**src/common/dei_pkg.sv**
```systemverilog
// dei_pkg: constants and carriers for the drive enable / fault interlock.
// assumes one 250 MHz system clock and a plain word-wide register port.
package dei_pkg;

	// clock and timing
	localparam int CLK_MHZ        = 250;
	localparam int DEBOUNCE_US    = 5000;
	localparam int DEBOUNCE_CYC   = DEBOUNCE_US * CLK_MHZ;
	localparam int SHORT_PRESS_US = 1000000;
	localparam int SHORT_CYC      = SHORT_PRESS_US * CLK_MHZ;
	localparam int DOUT_REFR_NS   = 250000;
	localparam int DOUT_REFR_CYC  = DOUT_REFR_NS * CLK_MHZ / 1000;
	localparam int CNT_W          = 28;

	// register map, byte addresses
	localparam logic [7:0] ADDR_CTRL  = 8'h00;
	localparam logic [7:0] ADDR_STATE = 8'h04;
	localparam logic [7:0] ADDR_ISTAT = 8'h08;
	localparam logic [7:0] ADDR_IMASK = 8'h0c;

	// control fields
	localparam int CTRL_SW_EN   = 0;
	localparam int CTRL_MODE    = 1;
	localparam int CTRL_SEL_LO  = 2;
	localparam int SEL_W        = 3;
	localparam logic [4:0] CTRL_RST = 5'h00;

	// interrupt event bits
	localparam int EV_W          = 4;
	localparam int EV_FAULT      = 0;
	localparam int EV_PERM_ONE   = 1;
	localparam int EV_PERM_TWO   = 2;
	localparam int EV_SHORT_PUSH = 3;
	localparam logic [EV_W-1:0] EV_RST = 4'h0;

	// synchronised pin inputs
	typedef struct packed {
		logic front_pushbutton;
		logic string_two_torque_permit;
		logic string_one_torque_permit;
		logic hw_enable;
	} dei_pins_s;

	// software control register
	typedef struct packed {
		logic [SEL_W-1:0] dout_sel;
		logic             relay_mode;
		logic             sw_enable;
	} dei_ctrl_s;

	// digital output sources
	typedef enum logic [SEL_W-1:0] {
		SEL_DRIVE_EN, SEL_FAULT, SEL_STR_ONE, SEL_STR_TWO,
		SEL_BUS_RUN, SEL_HW_EN, SEL_SW_EN, SEL_OFF
	} dei_sel_e;

endpackage : dei_pkg

```
**src/logic/dei_interlock.sv**
```systemverilog
// dei_interlock: output stage enables, fault relay, digital output, leds,
// pushbutton action and register port of the central supply.
// assumes fault, bus and ethernet status come from logic on sys_clk;
// pins (enable, permits, pushbutton) are asynchronous.
//
// Behaviour
// - stages enabled only when hardware AND software enable
// - per string, enable needs active torque permit
// - disabled drives keep output stages off
// - one permit input, one state output per string
// - losing permit stops only that string
// - relay mode: no fault, or no fault and enabled
// - relay ignores current limit and regen threshold
// - relay follows its condition within 10 ms
// - any fault opens relay, drops hardware ready
// - digital output shows selected function, 250 us refresh
// - run led follows bus, link leds follow links
// - service port runs only at 100 Mbit/s
// - short push shows ip address
`timescale 1ns/1ps
`default_nettype none

module dei_interlock #(
	parameter int DEBOUNCE_CYC  = dei_pkg::DEBOUNCE_CYC,
	parameter int SHORT_CYC     = dei_pkg::SHORT_CYC,
	parameter int DOUT_REFR_CYC = dei_pkg::DOUT_REFR_CYC
) (
	// clock and reset
	input  wire logic              sys_clk,
	input  wire logic              nrst,
	// asynchronous pins
	input  wire dei_pkg::dei_pins_s pins,
	// internal status on sys_clk
	input  wire logic [7:0]        fault_src,
	input  wire logic              bus_running,
	input  wire logic              in_link_act,
	input  wire logic              out_link_act,
	input  wire logic              eth_link_up,
	input  wire logic              eth_speed_100,
	// register port
	input  wire logic [7:0]        addr,
	input  wire logic [31:0]       wr_data,
	input  wire logic              wr_en,
	input  wire logic              rd_en,
	output logic [31:0]            rd_data,
	// drive and relay outputs
	output logic [1:0]             stage_en,
	output logic                   hw_ready,
	output logic                   string_one_torque_state,
	output logic                   string_two_torque_state,
	output logic                   fault_relay_closed,
	output logic                   dig_out,
	// indicators
	output logic                   run_led,
	output logic                   in_link_led,
	output logic                   out_link_led,
	output logic                   eth_service_ok,
	output logic                   show_ip,
	output logic                   irq
);

	////////////////////////////////////////////////////////////////////////
	// input synchroniser: a bit is taken once stages two and three agree
	dei_pkg::dei_pins_s s1_q, s2_q, s3_q, clean_q;

	always_ff @(posedge sys_clk or negedge nrst) begin
		if (!nrst) begin
			s1_q    <= '0;
			s2_q    <= '0;
			s3_q    <= '0;
			clean_q <= '0;
		end else begin
			s1_q    <= pins;
			s2_q    <= s1_q;
			s3_q    <= s2_q;
			clean_q <= (clean_q & (s2_q ^ s3_q)) | (s2_q & s3_q);
		end
	end

	////////////////////////////////////////////////////////////////////////
	// register port
	dei_pkg::dei_ctrl_s          ctrl_q;
	logic [dei_pkg::EV_W-1:0]    istat_q, imask_q, events;
	logic [31:0]                 rd_q, rd_d;
	logic                        fault_c, drive_en, btn_db_q;
	logic                        relay_cond, short_push_q;
	logic [1:0]                  perm_c;
	logic                        fault_q;

	always_ff @(posedge sys_clk or negedge nrst) begin
		if (!nrst)
			ctrl_q <= dei_pkg::CTRL_RST;
		else if (wr_en && addr == dei_pkg::ADDR_CTRL)
			ctrl_q <= wr_data[4:0];
	end

	always_ff @(posedge sys_clk or negedge nrst) begin
		if (!nrst)
			imask_q <= dei_pkg::EV_RST;
		else if (wr_en && addr == dei_pkg::ADDR_IMASK)
			imask_q <= wr_data[dei_pkg::EV_W-1:0];
	end

	// a read clears the sticky bits; an event in the same cycle survives
	always_ff @(posedge sys_clk or negedge nrst) begin
		if (!nrst)
			istat_q <= dei_pkg::EV_RST;
		else if (rd_en && addr == dei_pkg::ADDR_ISTAT)
			istat_q <= events;
		else
			istat_q <= istat_q | events;
	end

	always_comb begin
		rd_d = 32'h0000_0000;
		case (addr)
			dei_pkg::ADDR_CTRL:  rd_d[4:0] = ctrl_q;
			dei_pkg::ADDR_STATE: rd_d[9:0] = {eth_service_ok, btn_db_q,
				fault_q, hw_ready, clean_q, stage_en};
			dei_pkg::ADDR_ISTAT: rd_d[dei_pkg::EV_W-1:0] = istat_q;
			dei_pkg::ADDR_IMASK: rd_d[dei_pkg::EV_W-1:0] = imask_q;
			default:             rd_d = 32'h0000_0000;
		endcase
	end

	// read data stand only in the cycle after the strobe
	always_ff @(posedge sys_clk or negedge nrst) begin
		if (!nrst)
			rd_q <= 32'h0000_0000;
		else
			rd_q <= rd_en ? rd_d : 32'h0000_0000;
	end

	assign rd_data = rd_q;
	assign irq     = |(istat_q & imask_q);

	////////////////////////////////////////////////////////////////////////
	// interlock: enables, per-string permits, fault relay
	assign perm_c   = {clean_q.string_two_torque_permit,
		clean_q.string_one_torque_permit};
	assign fault_c  = |fault_src;
	// software alone can never enable; the pin must be driven high
	assign drive_en = clean_q.hw_enable & ctrl_q.sw_enable & ~fault_c;
	// only fault, enable and relay_mode steer the relay, nothing else is wired in
	assign relay_cond = ctrl_q.relay_mode ? (~fault_c & drive_en)
		: ~fault_c;

	logic [1:0] stage_q;
	logic       ready_q, relay_q;
	logic       stage_one_en, stage_two_en;

	assign stage_one_en = drive_en & perm_c[0];
	assign stage_two_en = drive_en & perm_c[1];

	always_ff @(posedge sys_clk or negedge nrst) begin
		if (!nrst) begin
			stage_q <= 2'h0;
			ready_q <= 1'b0;
			fault_q <= 1'b0;
		end else begin
			stage_q <= {stage_two_en, stage_one_en};
			ready_q <= drive_en;
			fault_q <= fault_c;
		end
	end

	// one cycle here is far inside the relay's allowed switching time
	always_ff @(posedge sys_clk or negedge nrst) begin
		if (!nrst)
			relay_q <= 1'b0;
		else
			relay_q <= relay_cond;
	end

	assign stage_en                = stage_q;
	assign hw_ready                = ready_q;
	assign fault_relay_closed      = relay_q;
	assign string_one_torque_state = clean_q.string_one_torque_permit;
	assign string_two_torque_state = clean_q.string_two_torque_permit;

	////////////////////////////////////////////////////////////////////////
	// programmable digital output, sampled on a fixed refresh tick
	logic [dei_pkg::CNT_W-1:0] refr_q;
	logic                      tick, dout_q, dout_src;

	assign tick = (refr_q == dei_pkg::CNT_W'(DOUT_REFR_CYC - 1));

	always_ff @(posedge sys_clk or negedge nrst) begin
		if (!nrst)
			refr_q <= '0;
		else
			refr_q <= tick ? '0 : refr_q + 1'b1;
	end

	always_comb begin
		case (dei_pkg::dei_sel_e'(ctrl_q.dout_sel))
			dei_pkg::SEL_DRIVE_EN: dout_src = ready_q;
			dei_pkg::SEL_FAULT:    dout_src = fault_q;
			dei_pkg::SEL_STR_ONE:  dout_src = perm_c[0];
			dei_pkg::SEL_STR_TWO:  dout_src = perm_c[1];
			dei_pkg::SEL_BUS_RUN:  dout_src = bus_running;
			dei_pkg::SEL_HW_EN:    dout_src = clean_q.hw_enable;
			dei_pkg::SEL_SW_EN:    dout_src = ctrl_q.sw_enable;
			default:               dout_src = 1'b0;
		endcase
	end

	always_ff @(posedge sys_clk or negedge nrst) begin
		if (!nrst)
			dout_q <= 1'b0;
		else if (tick)
			dout_q <= dout_src;
	end

	assign dig_out = dout_q;

	////////////////////////////////////////////////////////////////////////
	// indicators
	logic run_q, in_q, out_q, eth_q;

	always_ff @(posedge sys_clk or negedge nrst) begin
		if (!nrst) begin
			run_q <= 1'b0;
			in_q  <= 1'b0;
			out_q <= 1'b0;
			eth_q <= 1'b0;
		end else begin
			run_q <= bus_running;
			in_q  <= in_link_act;
			out_q <= out_link_act;
			// 10 Mbit/s links are treated as no link at all
			eth_q <= eth_link_up & eth_speed_100;
		end
	end

	assign run_led        = run_q;
	assign in_link_led    = in_q;
	assign out_link_led   = out_q;
	assign eth_service_ok = eth_q;

	////////////////////////////////////////////////////////////////////////
	// pushbutton: debounce, then time the press; long presses do nothing
	logic [dei_pkg::CNT_W-1:0] db_cnt_q, press_q;

	always_ff @(posedge sys_clk or negedge nrst) begin
		if (!nrst) begin
			db_cnt_q <= '0;
			btn_db_q <= 1'b0;
		end else if (clean_q.front_pushbutton == btn_db_q) begin
			db_cnt_q <= '0;
		end else if (db_cnt_q == dei_pkg::CNT_W'(DEBOUNCE_CYC - 1)) begin
			db_cnt_q <= '0;
			btn_db_q <= clean_q.front_pushbutton;
		end else begin
			db_cnt_q <= db_cnt_q + 1'b1;
		end
	end

	always_ff @(posedge sys_clk or negedge nrst) begin
		if (!nrst) begin
			press_q      <= '0;
			short_push_q <= 1'b0;
		end else begin
			short_push_q <= 1'b0;
			if (btn_db_q) begin
				if (press_q != dei_pkg::CNT_W'(SHORT_CYC))
					press_q <= press_q + 1'b1;
			end else begin
				if (press_q != '0 && press_q < dei_pkg::CNT_W'(SHORT_CYC))
					short_push_q <= 1'b1;
				press_q <= '0;
			end
		end
	end

	assign show_ip = short_push_q;

	// interrupt events
	logic [1:0] perm_prev_q;

	always_ff @(posedge sys_clk or negedge nrst) begin
		if (!nrst)
			perm_prev_q <= 2'h0;
		else
			perm_prev_q <= perm_c;
	end

	assign events = {short_push_q, perm_prev_q & ~perm_c, fault_c & ~fault_q};
endmodule : dei_interlock

`default_nettype wire

```
**config.mk**
```make
export PLATFORM = sky130hd
export DESIGN_NAME = dei_interlock
export DESIGN_NICKNAME = d
export VERILOG_FILES = /design/src/common/dei_pkg.sv /design/src/logic/dei_interlock.sv
export SDC_FILE = /design/constraint.sdc
export NUM_CORES = 1
export LEC_CHECK = 0
export ABC_AREA = 1
export BUFFER_PORTS_ARGS = -buffer_cell sky130_fd_sc_hd__clkbuf_2
export CORE_MARGIN = 5
export CORE_UTILIZATION = 45
export CTS_CLUSTER_DIAMETER = 50
export DETAILED_ROUTE_END_ITERATION = 10
export GPL_ROUTABILITY_DRIVEN = 0
export HOLD_SLACK_MARGIN = 0.03
export PLACE_DENSITY_LB_ADDON = 0.12
export SYNTH_ARGS = -nofsm -noshare
export SYNTH_HDL_FRONTEND = slang
export SYNTH_SLANG_ARGS = --single-unit
```
**constraint.sdc**
```tcl
create_clock -name sys_clk -period 1.68 [get_ports sys_clk]
set_clock_uncertainty 0.05 [all_clocks]
set_input_delay 0.504 -clock sys_clk [delete_from_list [all_inputs] [get_ports sys_clk]]
set_output_delay 0.504 -clock sys_clk [all_outputs]
set_load 0.03 [all_outputs]
```
# Word level (Yosys, flattened, before mapping)

Cells that the tools add are included.

Flip-flop bits (word level): 137
Latch bits: 0
Bits in writable memories: 0
ROM bits: 0
Input bits: 61
Output and inout port bits: 45
Memories kept: 0

Add/sub/neg operators: 3
Multipliers: 0
Div/mod/pow operators: 0
$lt $le $gt $ge: 1
Equality and inequality tests: 14
Shifts and indexed selects: 0
Muxes and demuxes: 14
Bitwise gates (word level): 18
Reduce and logical (&&, ||, !) cells: 10

Operators with widths:

| operator              | number |
|---|---|
| $mux 28               | 5 |
| $add 28x1->28 const B | 3 |
| $eq 28x16->1 const B  | 1 |
| $eq 28x21->1 const B  | 1 |
| $lt 28x28->1 const B  | 1 |
| $ne 28x28->1 const B  | 1 |
| $reduce_bool 28->1    | 1 |
| $eq 8x4->1 const B    | 2 |
| $pmux 4 s4            | 1 |
| $and 4x4->4           | 3 |
| $mux 10               | 1 |
| $eq 3x3->1 const B    | 3 |
| $eq 8x3->1 const B    | 1 |
| $logic_not 8->1       | 1 |
| $or 4x4->4            | 2 |
| $reduce_or 8->1       | 1 |
| $and 1x1->1           | 7 |
| $pmux 1 s7            | 1 |
| $eq 3x2->1 const B    | 2 |
| $mux 5                | 1 |
| $logic_and 1x1->1     | 4 |
| $mux 4                | 1 |
| $reduce_or 4->1       | 1 |
| $xor 4x4->4           | 1 |
| other kinds (10)      | 14 |

# Longest topological paths before layout

Gate-level depths: netlist of run 1.

Depth in word-level cells: 5
Mapped depth: 9
Mapped depth without buffers: 9

# Worst setup path after synthesis of run 1

No wires, ideal clock.

Kind: reg-to-reg
Start point: register db_cnt_q[0] (netlist bit)
End point: register db_cnt_q[12] (netlist bit)
Arrival time: 1.268 ns
Data required time: 1.509 ns
Slack: 0.241 ns
Stages on the path, launching flop included: 9
Buffers on the path: 0
Cell sequence: dfrtp_1 -> ha_1 -> nand2_2 -> nor2_4 -> nand2_1 -> nor2_1 -> nand2_2 -> nand2_2 -> nor2_1

Word-level cells in the longest chain between the ends: 3
Elaborated cells on any way between the ends: 4

Ends and longest elaborated chain:

| element                                              | line                                       | text |
|---|---|---|
| start: declaration                                   | dei_interlock.sv:243                       | `logic [dei_pkg::CNT_W-1:0] db_cnt_q, press_q;` |
| start signal: assignment                             | dei_interlock.sv:255                       | `db_cnt_q <= db_cnt_q + 1'b1;` |
| $add 28x1->28 / $eq 28x21->1 (equally long branches) | dei_interlock.sv:255, dei_interlock.sv:251 |  |
| $mux 28 *                                            | dei_interlock.sv:251                       | `end else if (db_cnt_q == dei_pkg::CNT_W'(DEBOUNCE_CYC - 1)) begin` |
| $mux 28 *                                            | dei_interlock.sv:249                       | `end else if (clean_q.front_pushbutton == btn_db_q) begin` |

Every way passes the cells marked *; elsewhere a longest branch is shown, timed or not.
A chain may end at the register's enable or synchronous reset.

# Final worst setup path of run 1

Start point: register imask_q[3] (netlist bit)
End point: output port irq

Word-level cells in the longest chain between the ends: 2

Ends and longest elaborated chain:

| element                  | line                 | text |
|---|---|---|
| start: declaration       | dei_interlock.sv:83  | `logic [dei_pkg::EV_W-1:0] istat_q, imask_q, events;` |
| start signal: assignment | dei_interlock.sv:99  | `imask_q <= dei_pkg::EV_RST;` |
| start signal: assignment | dei_interlock.sv:101 | `imask_q <= wr_data[dei_pkg::EV_W-1:0];` |
| $and 4x4->4              | dei_interlock.sv:135 | `assign irq = \|(istat_q & imask_q);` |
| $reduce_or 4->1          | dei_interlock.sv:135 |  |
| end: declaration         | dei_interlock.sv:59  | `output logic irq` |

Every way passes these cells.

==> results.md, run 1 <==
- The synthesized design contains 137 register bits.
- During I/O placement, the number of pins put on the boundary was 106.
- The number of antenna diodes in the final layout is 0.
- The combinational family with the most area after synthesis is simple AND/OR/NAND/NOR gates.
- Setup repair after global routing could not meet its margin everywhere.
- The critical path start-end classification is register to primary output.
- Row generation in the floorplan step produced 47 rows.
- The share of the synthesized netlist area taken by xor and xnor gates is 0.0387.
- The final reports fail on negative setup slack.
- The overall power after layout is 0.00766 W.
- The worst path buffer plus inverter count is 1.
- Dividing the detail-routed wire length by the instance count gives 12.9 um.
- The area of the die is 19,200 um2.
- Of the total synthesized cell area, the portion taken by AND, OR, NAND and NOR gates is 0.367.
- The portion of synthesized cell area occupied by the leading cell type is 0.461.
- The worst register-to-register path begins at refr_q[0].
- The die is 139 um wide.
- The largest total area in the synthesized netlist belongs to dfrtp_1.
- The dominant cell by count in the synthesized netlist is nand2_1.
- For this configuration, the core starts out at a cell density of 0.453.
- Across all setup checks in the final design, the least slack found is -0.0863 ns.
- The area of the multi-input gates is 3480 um2.
- The leakage power is 4.35 nW.
- The largest single stage delay on the critical path is 0.39 ns.
- The first detailed-routing pass took 5 iterations.
- The worst register-to-register path has a setup slack of 0.11 ns.
- In the synthesized netlist, the number of instances is 1,030.
- On the critical path, the stage with the largest delay is an instance of dfrtp_1.
- The area of the mapped netlist is 7430 um2.
- The length in cells of the worst reg-to-reg path is 7.
- The starting DRC count in detailed routing is 418.
- The aggregate global-route resource usage is 0.187.
- Measured on the finished design, the core utilization comes to 0.542.
- Using the TritonRoute via totals, the vias-per-cell ratio works out to 4.69.
- The start point of the worst min-delay path is pins[1].
- The compound-cell area share of the yosys netlist is 0.0318.
- The initial antenna violation count came to 0.
- The filler cells instantiated in the layout total 1,589.
- The number of hold violations in the final report is 0.
- The sequential share of the synthesized area is 0.461.
- The total vias in the final route is 6,432.
- The number of nets in the finished design is 1,208.
- Entering global routing, the biggest net connects 40 pins.
- Of the total synthesized cell area, the portion taken by full adders, half adders and majority gates is 0.0135.
- The number of port buffers is 56.
- The total of endpoints with negative setup slack in the final report is 1.
- The arrival time of the worst setup path is 1.21 ns.
- The clock-pin slew on the worst setup and hold paths is 0.06 ns.
- The total congestion overflow is 0.
- The type of the most critical hold path is input port to register.
- Traced cell by cell, the critical path runs through nand2_1, nand4_1, clkbuf_8.
- The clock tree buffer depth is 2.
- The number of global-route vias before repair is 6,107.
- Counting instances in the post-synthesis netlist gives the leading cell types as 304 x nand2_1, 250 x nor2_1, 137 x dfrtp_1.
- The clock net in this run drives a total of 137 sinks.
- The core footprint is 16,400 um2.
- The TritonCTS clock tree is built.
- For this run, design rule violations remaining after detail routing come to 0.
- Of all flip-flops after synthesis, the portion carrying an async set or reset was 1.00.
- The number of synthesized flops with an enable pin is 0.
- Counting the buffers created by CTS gives 17.
- In the post-synthesis netlist, the biggest area contributors are dfrtp_1 46%, nand2_1 15%, nor2_1 13%.
- The number of pins exceeding their max-slew limit in the final report is 0.
- The cell class contributing the biggest share of worst-path delay is flip-flops.
- The final antenna-violating net count is 0.
- After synthesis, the netlist uses 35 different library cells.
- The top achievable clock speed is 0.566 GHz.
- The final instance area is 8890 um2.
- The mean instance size in the synthesized netlist is 7.21 um2.
- The aggregate routed wire length is 17.6 mm.
- The nature of the critical path endpoint is a primary output.
- The count of warnings emitted by yosys is 0.
- The placed instances occupy a cell area of 8110 um2.
- Power spread over the standard cell area amounts to 862 nW/um2.
- The first-pass GRT wire length is 29.2 mm.
- Counting instances, the worst hold path has a depth of 1.
- Data on the critical path is required at its endpoint by 1.13 ns.
- In the synthesized netlist the dominant register cell turns out to be dfrtp_1.
- The tree is rooted in a clkbuf_16.
- Registers take 3430 um2.
- The highest net fanout along the worst path is 2.
- At the placement stage, the worst setup path has a slack of 0.0610 ns.
- Across the run, the number of max-cap violations was 0.
- The wire-length estimate of the detail-placed layout is 13.4 mm.
- The minimum period implied by the final worst setup slack is 1.77 ns.
- The run finished, with violations left.
- In the finished design, the share of the clock period the worst path needs comes to 1.05.
- The end of the worst register-to-register path is refr_q[26].
- The critical path runs through a total of 3 cells.
- The critical path starts at imask_q[3].
- The hold path endpoint is s1_q[1].
- The multiplexer share of the synthesized area is 0.
- The later pin in the worst-skew pair is clocked with a latency of 0.42 ns.
- The area growth from synthesis to layout is 19.6%.
- The worst setup path is launched from a register.
- The die is 139 um tall.
- The CTS H-tree depth is 4.
- IR analysis of the VDD net gives a maximum drop of 0.000734 V.
- The fraction of final layout cells with drive strength greater than 1 is 0.141.
[final cells by class]
cell class,instances,share of cell area
well taps,220,0.0310
clock inverters,13,0.0190
flip-flops and latches,137,0.386
repair buffers,97,0.0726
multi-input cells,767,0.391
clock buffers,19,0.0498
inverters,119,0.0503
[where the power goes]
part           switching (W)  total, W  internal (W)  leakage (nW)
Clock                0.00147   0.00386       0.00238         0.286
Combinational       0.000275  0.000402      0.000127          2.25
Sequential         0.0000438   0.00340       0.00336          1.81
[cell families after synthesis]
family | Yosys count
other | 1
AOI/OAI and AO/OA | 40
xor gates and xnor gates | 32
adders and majority gates | 8
and+or+nand+nor | 665
buffers and inverters | 147
DFF | 137
[placed cells by master (no fill, tap or decap), types with 3 or more instances in the layout]
cell / n
a21o_1: 8
a21oi_1: 13
buf_12: 3
buf_4: 37
bufinv_16: 3
clkbuf_16: 17
clkbuf_2: 52
clkinv_4: 3
clkinvlp_4: 4
conb_1: 22
dfrtp_1: 135
ha_1: 6
inv_1: 115
inv_2: 3
nand2_1: 302
nand2_2: 6
nand2_4: 3
nand3_1: 70
nand4_1: 10
nor2_1: 246
nor2_2: 9
nor2_4: 6
nor3_1: 4
o211ai_1: 3
o21ai_0: 11
xnor2_1: 12
xor2_1: 19
[registers in the layout (all words and copies together), names as in the netlist, 2 cells and up]
register     count
stage_en         2
s2_q             4
press_q         28
s1_q             4
ctrl_q           5
perm_prev_q      2
rd_data         10
refr_q          28
db_cnt_q        28
imask_q          4
clean_q          2
s3_q             4
istat_q          4
[worst max path at each step]
stage                               to  slack, ns
after detailed placement    rd_data[8]       0.06
final                              irq      -0.09
after CTS                          irq      -0.09
after floorplan           db_cnt_q[12]       0.24
after global placement      rd_data[8]       0.05
after global routing               irq      -0.14
[metal layers]
layer	global-route usage	share of wire	up-vias
li1	-	-	3348
met1	0.253	0.48	2949
met2	0.303	0.47	117
met3	0.0418	0.041	18
met4	0.0577	0.0097	0
met5	0	0	-
[what timing repair did]
action                                 4_1_cts  5_1_grt
setup buffers                                7        7
pin swaps                                    5        5
resized for setup                            2       19
gates cloned                                 0        0
hold buffers                                 1        0
endpoints found under the hold margin       29        0
setup endpoints to repair                    1       29
[per-stage QoR]
stage	hold slack (ns)	cells	setup TNS, ns
after floorplan	0.158	1051	0
after global placement	0.286	1325	0
after detailed placement	0.286	1325	0
after CTS	0.117	1365	-0.0891
after global routing	0.111	1372	-0.144
final	0.131	1372	-0.0863
Note: power is estimated with default switching activity, not from simulation.
==> run 2: changes to the inputs <==
- CORE_MARGIN: 5 -> default
- CTS_BUF_LIST: default -> sky130_fd_sc_hd__clkbuf_8 sky130_fd_sc_hd__clkbuf_16
==> results.md, run 2 (synthesized netlist as in run 1, its figures left out) <==
- The arrival time of the worst setup path came to 1.20 ns (about the same).
- The number of antenna diodes was 0 (unchanged).
- The final antenna-violating net count is 0 (unchanged).
- The type of the most critical hold path is input port to register.
- The number of buffers inserted during clock tree synthesis is 17 (unchanged).
- The starting DRC count in detailed routing was 425 (+1.7%).
- The number of pins exceeding their max-slew limit in the final report is 0 (unchanged).
- The aggregate routed wire length was 17.6 mm (-0.41%).
- The checks that failed: negative setup slack.
- The half-perimeter wire length after detailed placement is 13.2 mm (-1.1%).
- The wire length per cell was 12.8 um (-0.63%).
- The top-level port count is 106 (unchanged).
- The nature of the critical path endpoint is a primary output.
- The number of port buffers is 56 (unchanged).
- The number of placed instances with taps included is 1,332 (+0.53%).
- The slowest cell on the critical path is dfrtp_1.
- The aggregate global-route resource usage was 0.227 (+0.0397).
- The clock-pin slew on the worst setup and hold paths is 0.06 ns (about the same).
- The met2 usage was 0.374 (+0.0714).
- The via density per instance is 4.73 (+0.98%).
- met2 is the most crowded layer.
- The first-pass GRT wire length came to 29.5 mm (+0.94%).
- The minimum period implied by the final worst setup slack is 1.75 ns (-0.0166 ns).
- The worst path buffer plus inverter count is 1 (unchanged).
- The TritonCTS clock tree is built.
- The vertical extent of the die is 131 um (-5.8%).
- The number of hold violations in the final report is 0 (unchanged).
- The cell class contributing the biggest share of worst-path delay is flip-flops.
- The number of nets in the finished design is 1,215 (+0.58%).
- The effective utilization at floorplan was 0.464 (+0.0115).
- The clock tree buffer depth is 2 (unchanged).
- The overall power after layout came to 0.00743 W (-3.1%).
- The worst voltage drop across the vdd grid is 0.000884 V (+20%).
- The met1 track utilization from global routing is 0.300 (+0.0478).
- The number of remaining DRC errors is 0 (unchanged).
- The top achievable clock speed is 0.572 GHz (+0.95%).
- The root buffer cell chosen for the clock tree is clkbuf_16.
- Setup repair after global routing could not meet its margin everywhere.
- In the final layout, the registers with the most flip-flops are db_cnt_q (28), press_q (28), refr_q (28).
- The count of maximum capacitance violations is 0 (unchanged).
- The leakage power was 4.39 nW (+1.0%).
- The area growth from synthesis to layout is 20.4%.
- The total congestion overflow is 0 (unchanged).
- The pin count of the biggest net entering global routing is 34 (-15%).
- The met3 routing resource usage after global routing is 0.0509 (+0.00911).
- The run finished, with violations left.
- In the layout the commonest cells are 302 x nand2_1, 244 x nor2_1, 136 x dfrtp_1.
- The category of the worst setup path launch point is a register.
- The maximum single-stage delay on the critical path is 0.39 ns (about the same).
- The required time of the critical path is 1.13 ns (about the same).
- The area of the die is 17,000 um2 (-11%).
- Traced cell by cell, the critical path runs through nand2_1, nand4_1, clkbuf_8.
- The number of global-route vias before repair is 6,251 (+2.4%).
- The critical path start-end classification is register to primary output.
- The final worst slack was -0.0697 ns (+0.0166 ns).
- The initial antenna violation count is 0 (unchanged).
- The number of clock sinks seen by CTS is 137 (unchanged).
- The non-filler instance count after layout is 1,375 (+0.22%).
- The total vias in the final route is 6,509 (+1.2%).
- The iteration count of the initial detailed-routing pass is 7 (+2).
- The CTS H-tree depth is 4 (unchanged).
- The floorplan row count is 46 (-2.1%).
- The highest net fanout along the worst path is 2 (unchanged).
- The fraction of final layout cells with drive strength greater than 1 is 0.148 (+0.00692).
- The post-route fraction of the period consumed by the critical path is 1.04 (-0.00987).
- The width of the chip is 131 um (-5.8%).
- The clock latency of the later-clocked register in the worst-skew pair is 0.43 ns (about the same).
- The core footprint is 16,000 um2 (-2.5%).
- The total of endpoints with negative setup slack in the final report is 1 (unchanged).
- The power density normalized to cell area is 831 nW/um2 (-3.7%).
- The leading cell type in the layout, fill and taps excluded is nand2_1.
[run 2: stage by stage]
step / hold slack [ns] / setup slack [ns] / instance area (um2) / TNS, ns / util
final: 0.129 / -0.0697 / 8940 / -0.0697 / 0.559
after global routing: 0.109 / -0.102 / 8940 / -0.156 / 0.559
after CTS: 0.113 / -0.0718 / 8840 / -0.0718 / 0.552
after detailed placement: 0.289 / 0.00283 / 8210 / 0 / 0.513
after global placement: 0.285 / 0.0725 / 8210 / 0 / 0.513
after floorplan: 0.158 / 0.241 / 7510 / 0 / -
[run 2: final timing paths]
kind | from | to | slack, ns | depth (start not counted)
hold reg to reg | s1_q[3] | s2_q[3] | 0.31 | 0
max in group asynchronous | nrst | press_q[1] | 0.59 | 3
min in group asynchronous | nrst | imask_q[0] | 0.49 | 2
hold / removal | in_link_act | in_link_led | 0.13 | 1
setup / recovery | imask_q[0] | irq | -0.07 | 3
setup reg to reg | press_q[0] | press_q[10] | 0.08 | 9
[run 2: power breakdown]
group / total, W / switching, W / internal [W]
Combinational: 0.000405 / 0.000274 / 0.000130
Sequential: 0.00340 / 0.0000462 / 0.00336
Clock: 0.00362 / 0.00156 / 0.00207
Total: 0.00743 / 0.00188 / 0.00555
[run 2: layer usage]
metal / share of wire / up-vias
met1: 0.47 / 2999
met4: 0.014 / 0
met5: 0 / -
met2: 0.47 / 137
li1: - / 3348
met3: 0.042 / 25
[run 2: final cells by class]
type	instances	area, um2
clock buffer	17	425
sequential	137	3430
clock inverter	15	143
fill	1543	7060
tap	216	270
inverter	119	447
timing repair buffer	104	739
multi-input combinational	767	3490
[run 2: what timing repair did]
action                     CTS  global route
setup endpoints to repair    3            22
hold endpoints to repair    29             0
hold buffers                 1             0
pin swaps                    2             7
setup buffers                5             5
resized for setup            4            18
[run 2: worst reg2reg max path: stages, from the launching register on]
cell and delay [ns]:
dfrtp_1 0.40, ha_2 0.21, nand2_2 0.07, nor2_4 0.15, buf_12 0.12, nand2_4 0.07, nor2_4 0.14, buf_4 0.13
xnor2_1 0.10, nor2_1 0.05
